File: config.mk
export PLATFORM = sky130hd
export DESIGN_NAME = sector_write_command
export DESIGN_NICKNAME = d
export VERILOG_FILES = /design/src/logic/sector_write_pkg.sv /design/src/logic/sector_write_command.sv /design/src/logic/address_stepper.sv
export SDC_FILE = /design/constraint.sdc
export NUM_CORES = 1
export LEC_CHECK = 0
export BUFFER_PORTS_ARGS = -buffer_cell sky130_fd_sc_hd__buf_2
export CORE_MARGIN = 3
export CORE_UTILIZATION = 35
export CTS_CLUSTER_SIZE = 10
export DETAILED_ROUTE_END_ITERATION = 8
export HOLD_SLACK_MARGIN = 0.08
export PLACE_DENSITY_LB_ADDON = 0.3
export SETUP_SLACK_MARGIN = 0.15
export SYNTH_ARGS = -nofsm -noshare
export SYNTH_HDL_FRONTEND = slang
export SYNTH_SLANG_ARGS = --single-unit
File: constraint.sdc
create_clock -name i_clock -period 3.6 [get_ports i_clock]
set_clock_uncertainty 0.2 [all_clocks]
set_input_delay 0.72 -clock i_clock [delete_from_list [all_inputs] [get_ports i_clock]]
set_output_delay 0.72 -clock i_clock [all_outputs]
set_load 0.05 [all_outputs]
File: src/logic/sector_write_pkg.sv
// Package: task-file map, field positions, opcodes and states for the
// sector write command interpreter.
// Assumes an APB master with 32-bit data; one register per aligned word.
package sector_write_pkg;

  // Register byte offsets on the APB slave
  localparam logic [7:0] OFF_DATA    = 8'h00;  // Sector data, 16-bit words
  localparam logic [7:0] OFF_ERROR   = 8'h04;  // command_error_report / feature
  localparam logic [7:0] OFF_COUNT   = 8'h08;  // Sector count
  localparam logic [7:0] OFF_ADDR_LO = 8'h0C;  // Sector number / address bits 7:0
  localparam logic [7:0] OFF_ADDR_MI = 8'h10;  // Cylinder low / address bits 15:8
  localparam logic [7:0] OFF_ADDR_HI = 8'h14;  // Cylinder high / address bits 23:16
  localparam logic [7:0] OFF_DEVICE  = 8'h18;  // Mode bit and head / address bits 27:24
  localparam logic [7:0] OFF_COMMAND = 8'h1C;  // Opcode on write, device_state_report on read
  localparam logic [7:0] OFF_CONTROL = 8'h20;  // Auto reassign enable

  // Opcode match: bit 0 is the ignored retry flag
  localparam logic [7:0] OP_WRITE_SECTORS = 8'h30;
  localparam logic [7:0] OP_RETRY_MASK    = 8'hFE;

  // Field positions
  localparam int DEV_LBA_BIT      = 6;
  localparam int CTRL_REASSIGN_BIT = 0;
  localparam int ERR_IDN_BIT      = 4;
  localparam int ERR_ABT_BIT      = 2;

  // Reset values
  localparam logic [7:0] DEVICE_RESET  = 8'hA0;
  localparam logic [7:0] COUNT_RESET   = 8'h01;
  localparam logic [7:0] ADDR_LO_RESET = 8'h01;
  localparam logic [7:0] CONTROL_RESET = 8'h00;

  // Transfer sizing
  localparam logic [7:0] LAST_WORD_IDX   = 8'hFF;   // 256 words per sector
  localparam logic [8:0] ZERO_COUNT_SECT = 9'h100;  // Count zero means 256

  // Drive geometry for stepping through sectors in geometry mode
  localparam logic [7:0] SECTORS_PER_TRACK = 8'h3F;
  localparam logic [3:0] LAST_HEAD         = 4'hF;

  // Command-block register set
  typedef struct packed {
    logic [7:0] count;
    logic [7:0] dev;
    logic [7:0] hi;
    logic [7:0] mi;
    logic [7:0] lo;
  } taskfile_s;

  // Interpreter states, Gray along the usual path except COMMIT back to IDLE
  typedef enum logic [1:0] {
    ST_IDLE   = 2'b00,
    ST_XFER   = 2'b01,
    ST_COMMIT = 2'b11
  } state_e;

endpackage

File: src/logic/sector_write_command.sv
// Sector write command interpreter: APB task-file slave that takes the
// write opcode, collects 16-bit data words and commits sectors to media.
// Assumes the media port is on i_clock and answers each commit with one
// i_media_done pulse.
// Only the 8-bit-count write is decoded; any other opcode is aborted.
// Task-file writes while busy or requesting data are dropped, not queued.
//
// Contract
// Host supplies sectors; device records them onto the media.
// Payload moves as 16-bit words through the data register.
// Without auto reassign, unrecoverable error stops write at failing sector.
// Sector count gives sectors to write; zero means 256.
// Address-low is sector number, or address bits 0-7 in logical mode.
// Address-mid/high are cylinder, or address bits 8-15 and 16-23.
// Device register low nibble is head, or address bits 24-27.
// Opcodes 30h and 31h are the same command; retry bit ignored.
// At end, count holds requested sectors not transferred.
// At end, address registers hold the last transferred sector.
// At end, busy clears; ready, fault, seek, error bits reported.
// Host loads registers before opcode and moves data only on request.
module sector_write_command (
  // Clock and reset
  input  wire logic        i_clock,
  input  wire logic        i_rst,
  // APB slave
  input  wire logic        i_psel,
  input  wire logic        i_penable,
  input  wire logic        i_pwrite,
  input  wire logic [7:0]  i_paddr,
  input  wire logic [31:0] i_pwdata,
  output logic [31:0]      o_prdata,
  output logic             o_pready,
  output logic             o_pslverr,
  // Media word stream
  output logic             o_word_valid,
  output logic [15:0]      o_word_data,
  // Media sector commit
  output logic             o_commit,
  output logic [27:0]      o_commit_addr,
  output logic             o_commit_lba,
  input  wire logic        i_media_done,
  input  wire logic        i_media_unrecoverable,
  input  wire logic        i_media_fault
);

  // Registered state and next values
  sector_write_pkg::taskfile_s tf_q, tf_d;
  sector_write_pkg::state_e    st_q, st_d;
  logic [7:0]  ctrl_q, ctrl_d;
  logic [7:0]  err_q, err_d;
  logic        df_q, df_d;
  logic [8:0]  left_q, left_d;
  logic [7:0]  word_q, word_d;
  logic [31:0] prdata_q, prdata_d;
  logic        wvalid_q, wvalid_d;
  logic [15:0] wdata_q, wdata_d;
  logic        commit_q, commit_d;

  // Decodes and status
  logic        access;
  logic        wr_acc;
  logic        mapped;
  logic        drq;
  logic        bsy;
  logic        lba_mode;
  logic        reassign;
  logic        media_stop;
  logic [7:0]  status;
  logic [27:0] cur_addr;
  logic [27:0] next_addr;
  logic        opcode_hit;
  logic        unrec_stop;

  // Bus decode
  assign access   = i_psel & i_penable;
  assign wr_acc   = access & i_pwrite;
  assign lba_mode = tf_q.dev[sector_write_pkg::DEV_LBA_BIT];
  assign reassign = ctrl_q[sector_write_pkg::CTRL_REASSIGN_BIT];
  assign drq      = (st_q == sector_write_pkg::ST_XFER);
  assign bsy      = (st_q == sector_write_pkg::ST_COMMIT);

  // Map of known offsets
  // Misaligned and out-of-range offsets fall to the error answer
  always_comb begin
    case (i_paddr)
      sector_write_pkg::OFF_DATA,
      sector_write_pkg::OFF_ERROR,
      sector_write_pkg::OFF_COUNT,
      sector_write_pkg::OFF_ADDR_LO,
      sector_write_pkg::OFF_ADDR_MI,
      sector_write_pkg::OFF_ADDR_HI,
      sector_write_pkg::OFF_DEVICE,
      sector_write_pkg::OFF_COMMAND,
      sector_write_pkg::OFF_CONTROL: mapped = 1'b1;
      default:                       mapped = 1'b0;
    endcase
  end

  // status byte
  // Ready stands high; busy only while committing, and seek complete low only then
  assign status = {bsy, 1'b1, df_q, ~bsy, drq, 1'b0, 1'b0, |err_q};

  // working address from task file
  assign cur_addr = {tf_q.dev[3:0], tf_q.hi, tf_q.mi, tf_q.lo};

  // Next sector address in the current mode
  // Geometry rolls sector, then head, then cylinder
  address_stepper u_stepper (
    .i_lba_mode (lba_mode),
    .i_addr     (cur_addr),
    .o_next     (next_addr)
  );

  // unrecoverable error ends the write only with auto reassign off;
  // with it on the sector is remapped and the write goes on
  assign unrec_stop = i_media_unrecoverable & ~reassign;
  assign media_stop = i_media_fault | unrec_stop;

  // opcode match with the retry flag masked off
  assign opcode_hit = (i_pwdata[7:0] & sector_write_pkg::OP_RETRY_MASK) ==
                      sector_write_pkg::OP_WRITE_SECTORS;

  // Read data captured in the setup cycle
  // so it already stands in the zero-wait access phase;
  // data register reads return zero, the word path is write only
  always_comb begin
    prdata_d = prdata_q;
    if (i_psel && !i_penable && !i_pwrite) begin
      case (i_paddr)
        sector_write_pkg::OFF_ERROR:   prdata_d = {24'h000000, err_q};
        sector_write_pkg::OFF_COUNT:   prdata_d = {24'h000000, tf_q.count};
        sector_write_pkg::OFF_ADDR_LO: prdata_d = {24'h000000, tf_q.lo};
        sector_write_pkg::OFF_ADDR_MI: prdata_d = {24'h000000, tf_q.mi};
        sector_write_pkg::OFF_ADDR_HI: prdata_d = {24'h000000, tf_q.hi};
        sector_write_pkg::OFF_DEVICE:  prdata_d = {24'h000000, tf_q.dev};
        sector_write_pkg::OFF_COMMAND: prdata_d = {24'h000000, status};
        sector_write_pkg::OFF_CONTROL: prdata_d = {24'h000000, ctrl_q};
        default:                       prdata_d = 32'h00000000;
      endcase
    end
  end

  // Command sequencing, next values
  // Pulses default low; word data holds until the next word
  always_comb begin
    tf_d     = tf_q;
    st_d     = st_q;
    ctrl_d   = ctrl_q;
    err_d    = err_q;
    df_d     = df_q;
    left_d   = left_q;
    word_d   = word_q;
    wvalid_d = 1'b0;
    wdata_d  = wdata_q;
    commit_d = 1'b0;
    case (st_q)
      sector_write_pkg::ST_IDLE: begin
        // Task file and control writable only while idle
        if (wr_acc && mapped) begin
          case (i_paddr)
            sector_write_pkg::OFF_COUNT:   tf_d.count = i_pwdata[7:0];
            sector_write_pkg::OFF_ADDR_LO: tf_d.lo    = i_pwdata[7:0];
            sector_write_pkg::OFF_ADDR_MI: tf_d.mi    = i_pwdata[7:0];
            sector_write_pkg::OFF_ADDR_HI: tf_d.hi    = i_pwdata[7:0];
            sector_write_pkg::OFF_DEVICE:  tf_d.dev   = i_pwdata[7:0];
            sector_write_pkg::OFF_CONTROL: ctrl_d     = i_pwdata[7:0];
            sector_write_pkg::OFF_COMMAND: begin
              err_d = 8'h00;
              df_d  = 1'b0;
              // either opcode starts the write
              if (opcode_hit) begin
                // zero count means 256
                left_d = (tf_q.count == 8'h00) ? sector_write_pkg::ZERO_COUNT_SECT
                                               : {1'b0, tf_q.count};
                word_d = 8'h00;
                st_d   = sector_write_pkg::ST_XFER;
              end else begin
                // unknown opcode aborted
                err_d[sector_write_pkg::ERR_ABT_BIT] = 1'b1;
              end
            end
            default: ;
          endcase
        end
      end
      sector_write_pkg::ST_XFER: begin
        // one 16-bit word per data write
        // data taken only while requested
        if (wr_acc && i_paddr == sector_write_pkg::OFF_DATA) begin
          wvalid_d = 1'b1;
          wdata_d  = i_pwdata[15:0];
          // Wraps to zero after the last word of a sector
          word_d   = word_q + 8'h01;
          if (word_q == sector_write_pkg::LAST_WORD_IDX) begin
            // sector complete, record it
            commit_d = 1'b1;
            st_d     = sector_write_pkg::ST_COMMIT;
          end
        end
      end
      sector_write_pkg::ST_COMMIT: begin
        // Busy until the media answers for this sector
        if (i_media_done) begin
          if (media_stop) begin
            // stop at failing sector
            if (i_media_fault) begin
              df_d = 1'b1;
              err_d[sector_write_pkg::ERR_ABT_BIT] = 1'b1;
            end
            if (unrec_stop) begin
              err_d[sector_write_pkg::ERR_IDN_BIT] = 1'b1;
            end
            // sectors not transferred
            // A full 256 left reads back as zero, as a zero count does
            tf_d.count = left_q[7:0];
            st_d       = sector_write_pkg::ST_IDLE;
          end else if (left_q == 9'h001) begin
            // all done, address stays on last sector
            left_d     = 9'h000;
            tf_d.count = 8'h00;
            st_d       = sector_write_pkg::ST_IDLE;
          end else begin
            // advance to next sector
            // Address registers step only once the media took the sector
            left_d     = left_q - 9'h001;
            tf_d.lo    = next_addr[7:0];
            tf_d.mi    = next_addr[15:8];
            tf_d.hi    = next_addr[23:16];
            tf_d.dev   = {tf_q.dev[7:4], next_addr[27:24]};
            word_d     = 8'h00;
            st_d       = sector_write_pkg::ST_XFER;
          end
        end
      end
      // Unused code returns to idle
      default: st_d = sector_write_pkg::ST_IDLE;
    endcase
  end

  // Command state registers
  always_ff @(posedge i_clock) begin
    if (i_rst) begin
      tf_q.count <= sector_write_pkg::COUNT_RESET;
      tf_q.dev   <= sector_write_pkg::DEVICE_RESET;
      tf_q.hi    <= 8'h00;
      tf_q.mi    <= 8'h00;
      tf_q.lo    <= sector_write_pkg::ADDR_LO_RESET;
      st_q       <= sector_write_pkg::ST_IDLE;
      ctrl_q     <= sector_write_pkg::CONTROL_RESET;
      err_q      <= 8'h00;
      df_q       <= 1'b0;
      left_q     <= 9'h000;
      word_q     <= 8'h00;
    end else begin
      tf_q       <= tf_d;
      st_q       <= st_d;
      ctrl_q     <= ctrl_d;
      err_q      <= err_d;
      df_q       <= df_d;
      left_q     <= left_d;
      word_q     <= word_d;
    end
  end

  // Read data register
  always_ff @(posedge i_clock) begin
    if (i_rst) begin
      prdata_q <= 32'h00000000;
    end else begin
      prdata_q <= prdata_d;
    end
  end

  // Media stream registers, one-cycle pulses
  always_ff @(posedge i_clock) begin
    if (i_rst) begin
      wvalid_q <= 1'b0;
      wdata_q  <= 16'h0000;
      commit_q <= 1'b0;
    end else begin
      wvalid_q <= wvalid_d;
      wdata_q  <= wdata_d;
      commit_q <= commit_d;
    end
  end

  // Bus answers: no wait states
  assign o_pready  = access;

  // Unmapped offsets answer with an error and change nothing
  assign o_pslverr = access & ~mapped;

  // Read data from its register
  assign o_prdata  = prdata_q;

  // Media word stream
  assign o_word_valid  = wvalid_q;
  assign o_word_data   = wdata_q;

  // Commit address comes straight from the task file, which steps only
  // on the done pulse, so it holds for the whole commit
  assign o_commit      = commit_q;
  assign o_commit_addr = cur_addr;
  assign o_commit_lba  = lba_mode;

endmodule // sector_write_command

File: src/logic/address_stepper.sv
// Address stepper: next sector address in either addressing mode.
// Assumes geometry addresses have sector numbers starting at one.
module address_stepper (
  // Mode and current address
  input  wire logic        i_lba_mode,
  input  wire logic [27:0] i_addr,
  // Next address
  output logic [27:0]      o_next
);

  logic [7:0]  sec;
  logic [15:0] cyl;
  logic [3:0]  head;

  // Split into head, cylinder, sector
  assign sec  = i_addr[7:0];
  assign cyl  = i_addr[23:8];
  assign head = i_addr[27:24];

  // Increment flat address or roll sector, head, cylinder
  always_comb begin
    if (i_lba_mode) begin
      o_next = i_addr + 28'h0000001;
    end else if (sec != sector_write_pkg::SECTORS_PER_TRACK) begin
      o_next = {head, cyl, sec + 8'h01};
    end else if (head != sector_write_pkg::LAST_HEAD) begin
      o_next = {head + 4'h1, cyl, 8'h01};
    end else begin
      o_next = {4'h0, cyl + 16'h0001, 8'h01};
    end
  end

endmodule // address_stepper

# After elaboration in Yosys (flattened, before gate mapping)
# Index checks and enable logic that the tools add are counted.
# classes
addsub,6
n_eq_ne,34
mux,58
n_bitwise,10
reduce_logical,28
# ops
operator,n
$mux 28,5
$mux 8,14
$mux 40,2
$pmux 40 s2,1
$pmux 8 s8,1
$mux 9,7
$eq 8x5->1 const B,4
$reduce_and 6->1,5
$add 28x1->28 const B,1
$pmux 8 s3,1
$reduce_and 8->1,3
$ne 2x1->1 const B,10
$pmux 9 s2,1
$add 16x1->16 const B,1
$add 8x1->8 const B,2
$eq 8x4->1 const B,2
$logic_not 8->1,2
$mux 1,14
$mux 2,6
$ne 2x2->1 const B,6
$mux 5,2
$eq 9x1->1 const B,1
$reduce_or 9->1,1
$sub 9x1->9 const B,1
28 further kinds,43
# totals
regBits,120
output_inout_bits,81

# Depth between registers and ports, before layout
# logic_depth
word_depth,8
ltp_mapped,11

# Hierarchy
# From an unflattened synthesis, not the netlist that was laid out.
# unflattened
cells_unflattened,761
hier_area_um2,6324.8
# modules_own_cells
mod,instances,cells_per_inst,area_each_um2,seq_area_each_um2
sector_write_command,1,626,5357.6,1921.8
address_stepper,1,135,967.2,0.0

# Worst setup path after synthesis
# Ideal clock, no wire load.
# synth_path
kind,input to register
start,input i_paddr[1]
end,register tf_q (netlist bit o_commit_addr[22])
arrival_time_ps,2920
t_required_ps,3283
path_slack_ps,363
cell_stages,7
cell_sequence,or4_1 -> o31a_1 -> or4b_1 -> buf_2 -> or3_1 -> buf_2 -> a32o_1
# synth_between
elab_chain_len,6
elab_cells_between_ends,15
cone_classes,10 x eq/ne; 1 x mux; 4 x reduce/logical
# synth_rtl
element,line,text
from (decl),sector_write_command.sv:29,"input wire logic [7:0] i_paddr,"
"$eq 8x5->1, or another cell as far along",sector_write_command.sv:85,case (i_paddr)
$reduce_or 9->1,sector_write_command.sv:85,
$mux 1,sector_write_command.sv:85,
$logic_and 1x1->1,sector_write_command.sv:159,if (wr_acc && mapped) begin
$ne 2x2->1 (no line),--,
$reduce_and 8->1 (no line) (*),--,
to (signal assigned),sector_write_command.sv:255,tf_q <= tf_d;
to (decl),sector_write_command.sv:47,"sector_write_pkg::taskfile_s tf_q, tf_d;"
# Mark *: on every way between the ends. The rest lies on a longest branch, timed or not.
# A chain may end at the register's enable or synchronous reset.

# Final worst setup path
# layout_path
start,input i_paddr[1]
end,register tf_q (netlist bit o_commit_addr[12])
# Same word-level chain as after synthesis.

==> results.sh <==
export IMPL_status="complete, no violations"
export IMPL_finalWorstSetupSlack_ps=387
export IMPL_finalPower_mw=2.23
export IMPL_cts_root_buf="clkbuf_16"
export IMPL_utilization_pct=41.1
export IMPL_setup_viol_count_final=0
export IMPL_ioPinCount=129
export IMPL_dp_hpwl_mm=15.3
export IMPL_synth_ff_type="dfxtp_1"
export IMPL_htreeDepth=3
export IMPL_die_area_um2=19200
export IMPL_place_area_um2=6660
export IMPL_ctsResizeCount=0
export IMPL_gp_congestion=0.925
export IMPL_clock_fmax_ghz=0.311
export IMPL_via_per_inst=5.81
export IMPL_total_leakage_power_nw=2.55
export IMPL_gr_total_overflow=0
export IMPL_period_needed_ps=3210
export IMPL_crit_required_ps=3680
export IMPL_clkTransAtPathRegs_ps=70
export IMPL_grt_pass1_vias=5951
export IMPL_syn2layout_area_growth_pct=13.1
export IMPL_dr_total_vias=6403
export IMPL_p_clk_share_pct=43.1
export IMPL_power_frac_comb_pct=9.0
export IMPL_synth_most_common_cell="dfxtp_1"
export IMPL_tightest_slew_ps=907
export IMPL_hp_class="reg2reg"
export IMPL_drtIter0Drc=624
export IMPL_syn_mean_instance_area_um2=7.50
export IMPL_max_cap_violations=0
export IMPL_fin_nets=936
export IMPL_synthTopCellsByArea="dfxtp_1 31%, buf_4 6.4%, a21oi_1 5.8%, nand2_1 5.3%, nor2_1 5.2%"
export IMPL_netlist_instances=819
export IMPL_cts_hold_buf=0
export IMPL_rows=47
export IMPL_synth_top_area_share_pct=31.3
export IMPL_wl_per_cell_um=19.1
export IMPL_synth_distinct_cells=73
export IMPL_p_sw_mw=0.591
export IMPL_synthTopCellsByCount="96 x dfxtp_1, 86 x nand2_1, 85 x nor2_1"
export IMPL_grtUsageTotal_pct=21.4
export IMPL_ir_drop_uv=225
export IMPL_cp_arrival_ps=3290
export IMPL_yosysTopAreaCell="dfxtp_1"
export IMPL_grt_pass1_wl_mm=33.4
export IMPL_ys_async_sr_fraction_pct=0
export IMPL_antenna_found_initial=1
export IMPL_endpoint_kind="flip-flop"
export IMPL_drc=0
export IMPL_start_util_pct=36.4
export IMPL_rsz0062_at_grt="false"
export IMPL_critical_path_class="in2reg"
export IMPL_fin_area_um2=6940
export IMPL_cts_tree="yes"
export IMPL_wl_mm=21.1
export IMPL_critPathMaxFanout=14
export IMPL_drive_above_1_share_pct=17.7
export IMPL_cts_setup_buffers=0
export IMPL_die_w_um=138
export IMPL_final_hold_viol_count=0
export IMPL_place_ws_ps=41.6
export IMPL_syn_area_um2=6140
export IMPL_drv_slew=0
export IMPL_crit_path_start_kind="input pin"
export IMPL_ys_seq_area_share_pct=31.3
export IMPL_dr_pass1_iters=5
export IMPL_fin_tns_setup_ps=0
export IMPL_io_buffers=88
export IMPL_cts_sinks=96
export IMPL_intPower_mw=1.64
export IMPL_clkLatencyLatePin_ps=350
export IMPL_core_area_um2=16900
export IMPL_power_density_nw_per_um2=322
export IMPL_final_antenna_net_count=0
export IMPL_switching_share_pct=26.5
export IMPL_fin_crit_sh_pct=89.3
export IMPL_clock_path_buffers=2
export IMPL_synth_seq_cells=96
export IMPL_synth_edff_count=0
export IMPL_fp_dieH_um=138
export IMPL_relSlewSlack_pct=39.5
export IMPL_numCtsBuffers=9
export IMPL_grt_max_degree=77
export IMPL_sequentialPowerShare_pct=47.9
export IMPL_ys_warn_count=0
-- power by group through the flow --
stage	clock network [mW]	registers (mW)	logic [mW]
final	0.963	1.07	0.202
after floorplan	0	1.11	0.135
after global placement	0	1.09	0.199
after detailed placement	0	1.09	0.199
after global routing	1.02	1.07	0.212
after CTS	0.986	1.07	0.200
-- sequential cells by signal (all words and copies together) (netlist names) --
register	count
tf_q	11
df_q	1
o_word_valid	1
o_commit_addr	28
o_word_data	16
word_q	8
st_q	2
o_commit_lba	1
ctrl_q	8
o_prdata	8
o_commit	1
err_q	2
left_q	9
-- final timing paths --
check / from / to / slack [ps] / cells after the start
min reg2reg: o_word_data[11]$_SDFFE_PP0P_ / o_word_data[11]$_SDFFE_PP0P_ / 250 / 2
min: o_word_data[11]$_SDFFE_PP0P_ / o_word_data[11]$_SDFFE_PP0P_ / 250 / 2
max reg2reg: left_q[0]$_SDFFE_PP0P_ / o_commit_addr[8]$_SDFFE_PP0P_ / 520 / 8
max: i_paddr[1] / o_commit_addr[12]$_SDFFE_PP0P_ / 390 / 9
-- kinds of logic after synthesis --
kind of cell | count (synthesis) | synth area share (%)
xor gates and xnor gates | 2 | 0.285
AOI/OAI and AO/OA | 243 | 25.3
other | 1 | 0.0611
adders and majority gates | 9 | 1.83
muxes | 20 | 3.32
buffers and inverters | 116 | 10.4
DFF | 96 | 31.3
and+or+nand+nor | 332 | 27.5
-- through the flow --
step	instances	hold WS, ps
4_1_cts	1102	251
5_1_grt	1103	273
3_5_place_dp	1088	241
2_1_floorplan	842	242
6_report	1103	250
3_3_place_gp	1088	236
-- metal layers --
layer	GRT usage, %	routed length, µm	vias to the layer above
met4	6.03	414	0
met3	4.94	1650	32
li1	-	-	3071
met5	0	0	-
met1	29.4	9460	3019
met2	33.9	9590	281
-- final cells by class --
cell class,instances,area (µm²)
fillers,1739,9930
clock inverters,5,58.8
clock buffers,9,225
repair buffers,125,718
diodes,1,2.50
inverters,17,63.8
flip-flops and latches,96,1920
multi-input cells,630,3680
well taps,220,275
-- worst max-delay path, cell delays in order --
cell	delay, ps
buf_2	110
or4_1	570
o31a_1	330
or4b_1	660
buf_4	220
nor3_4	190
buf_4	220
o21ai_0	90
a31oi_1	170
-- placed cells by master, fill, tap and decap left out, types with 15 or more instances in the layout --
| cell type | netlist | routed |
|---|---|---|
| a211oi_1 | 16 | 16 |
| a21oi_1 | 71 | 71 |
| a22oi_1 | 15 | 15 |
| buf_2 | 5 | 88 |
| buf_4 | 52 | 37 |
| conb_1 | 1 | 24 |
| dfxtp_1 | 96 | 96 |
| inv_1 | 16 | 16 |
| mux2i_1 | 17 | 17 |
| nand2_1 | 86 | 86 |
| nand3_1 | 28 | 28 |
| nor2_1 | 85 | 85 |
| nor3_1 | 32 | 32 |
| o21ai_0 | 58 | 58 |
Power figures use the tool's default switching activity.
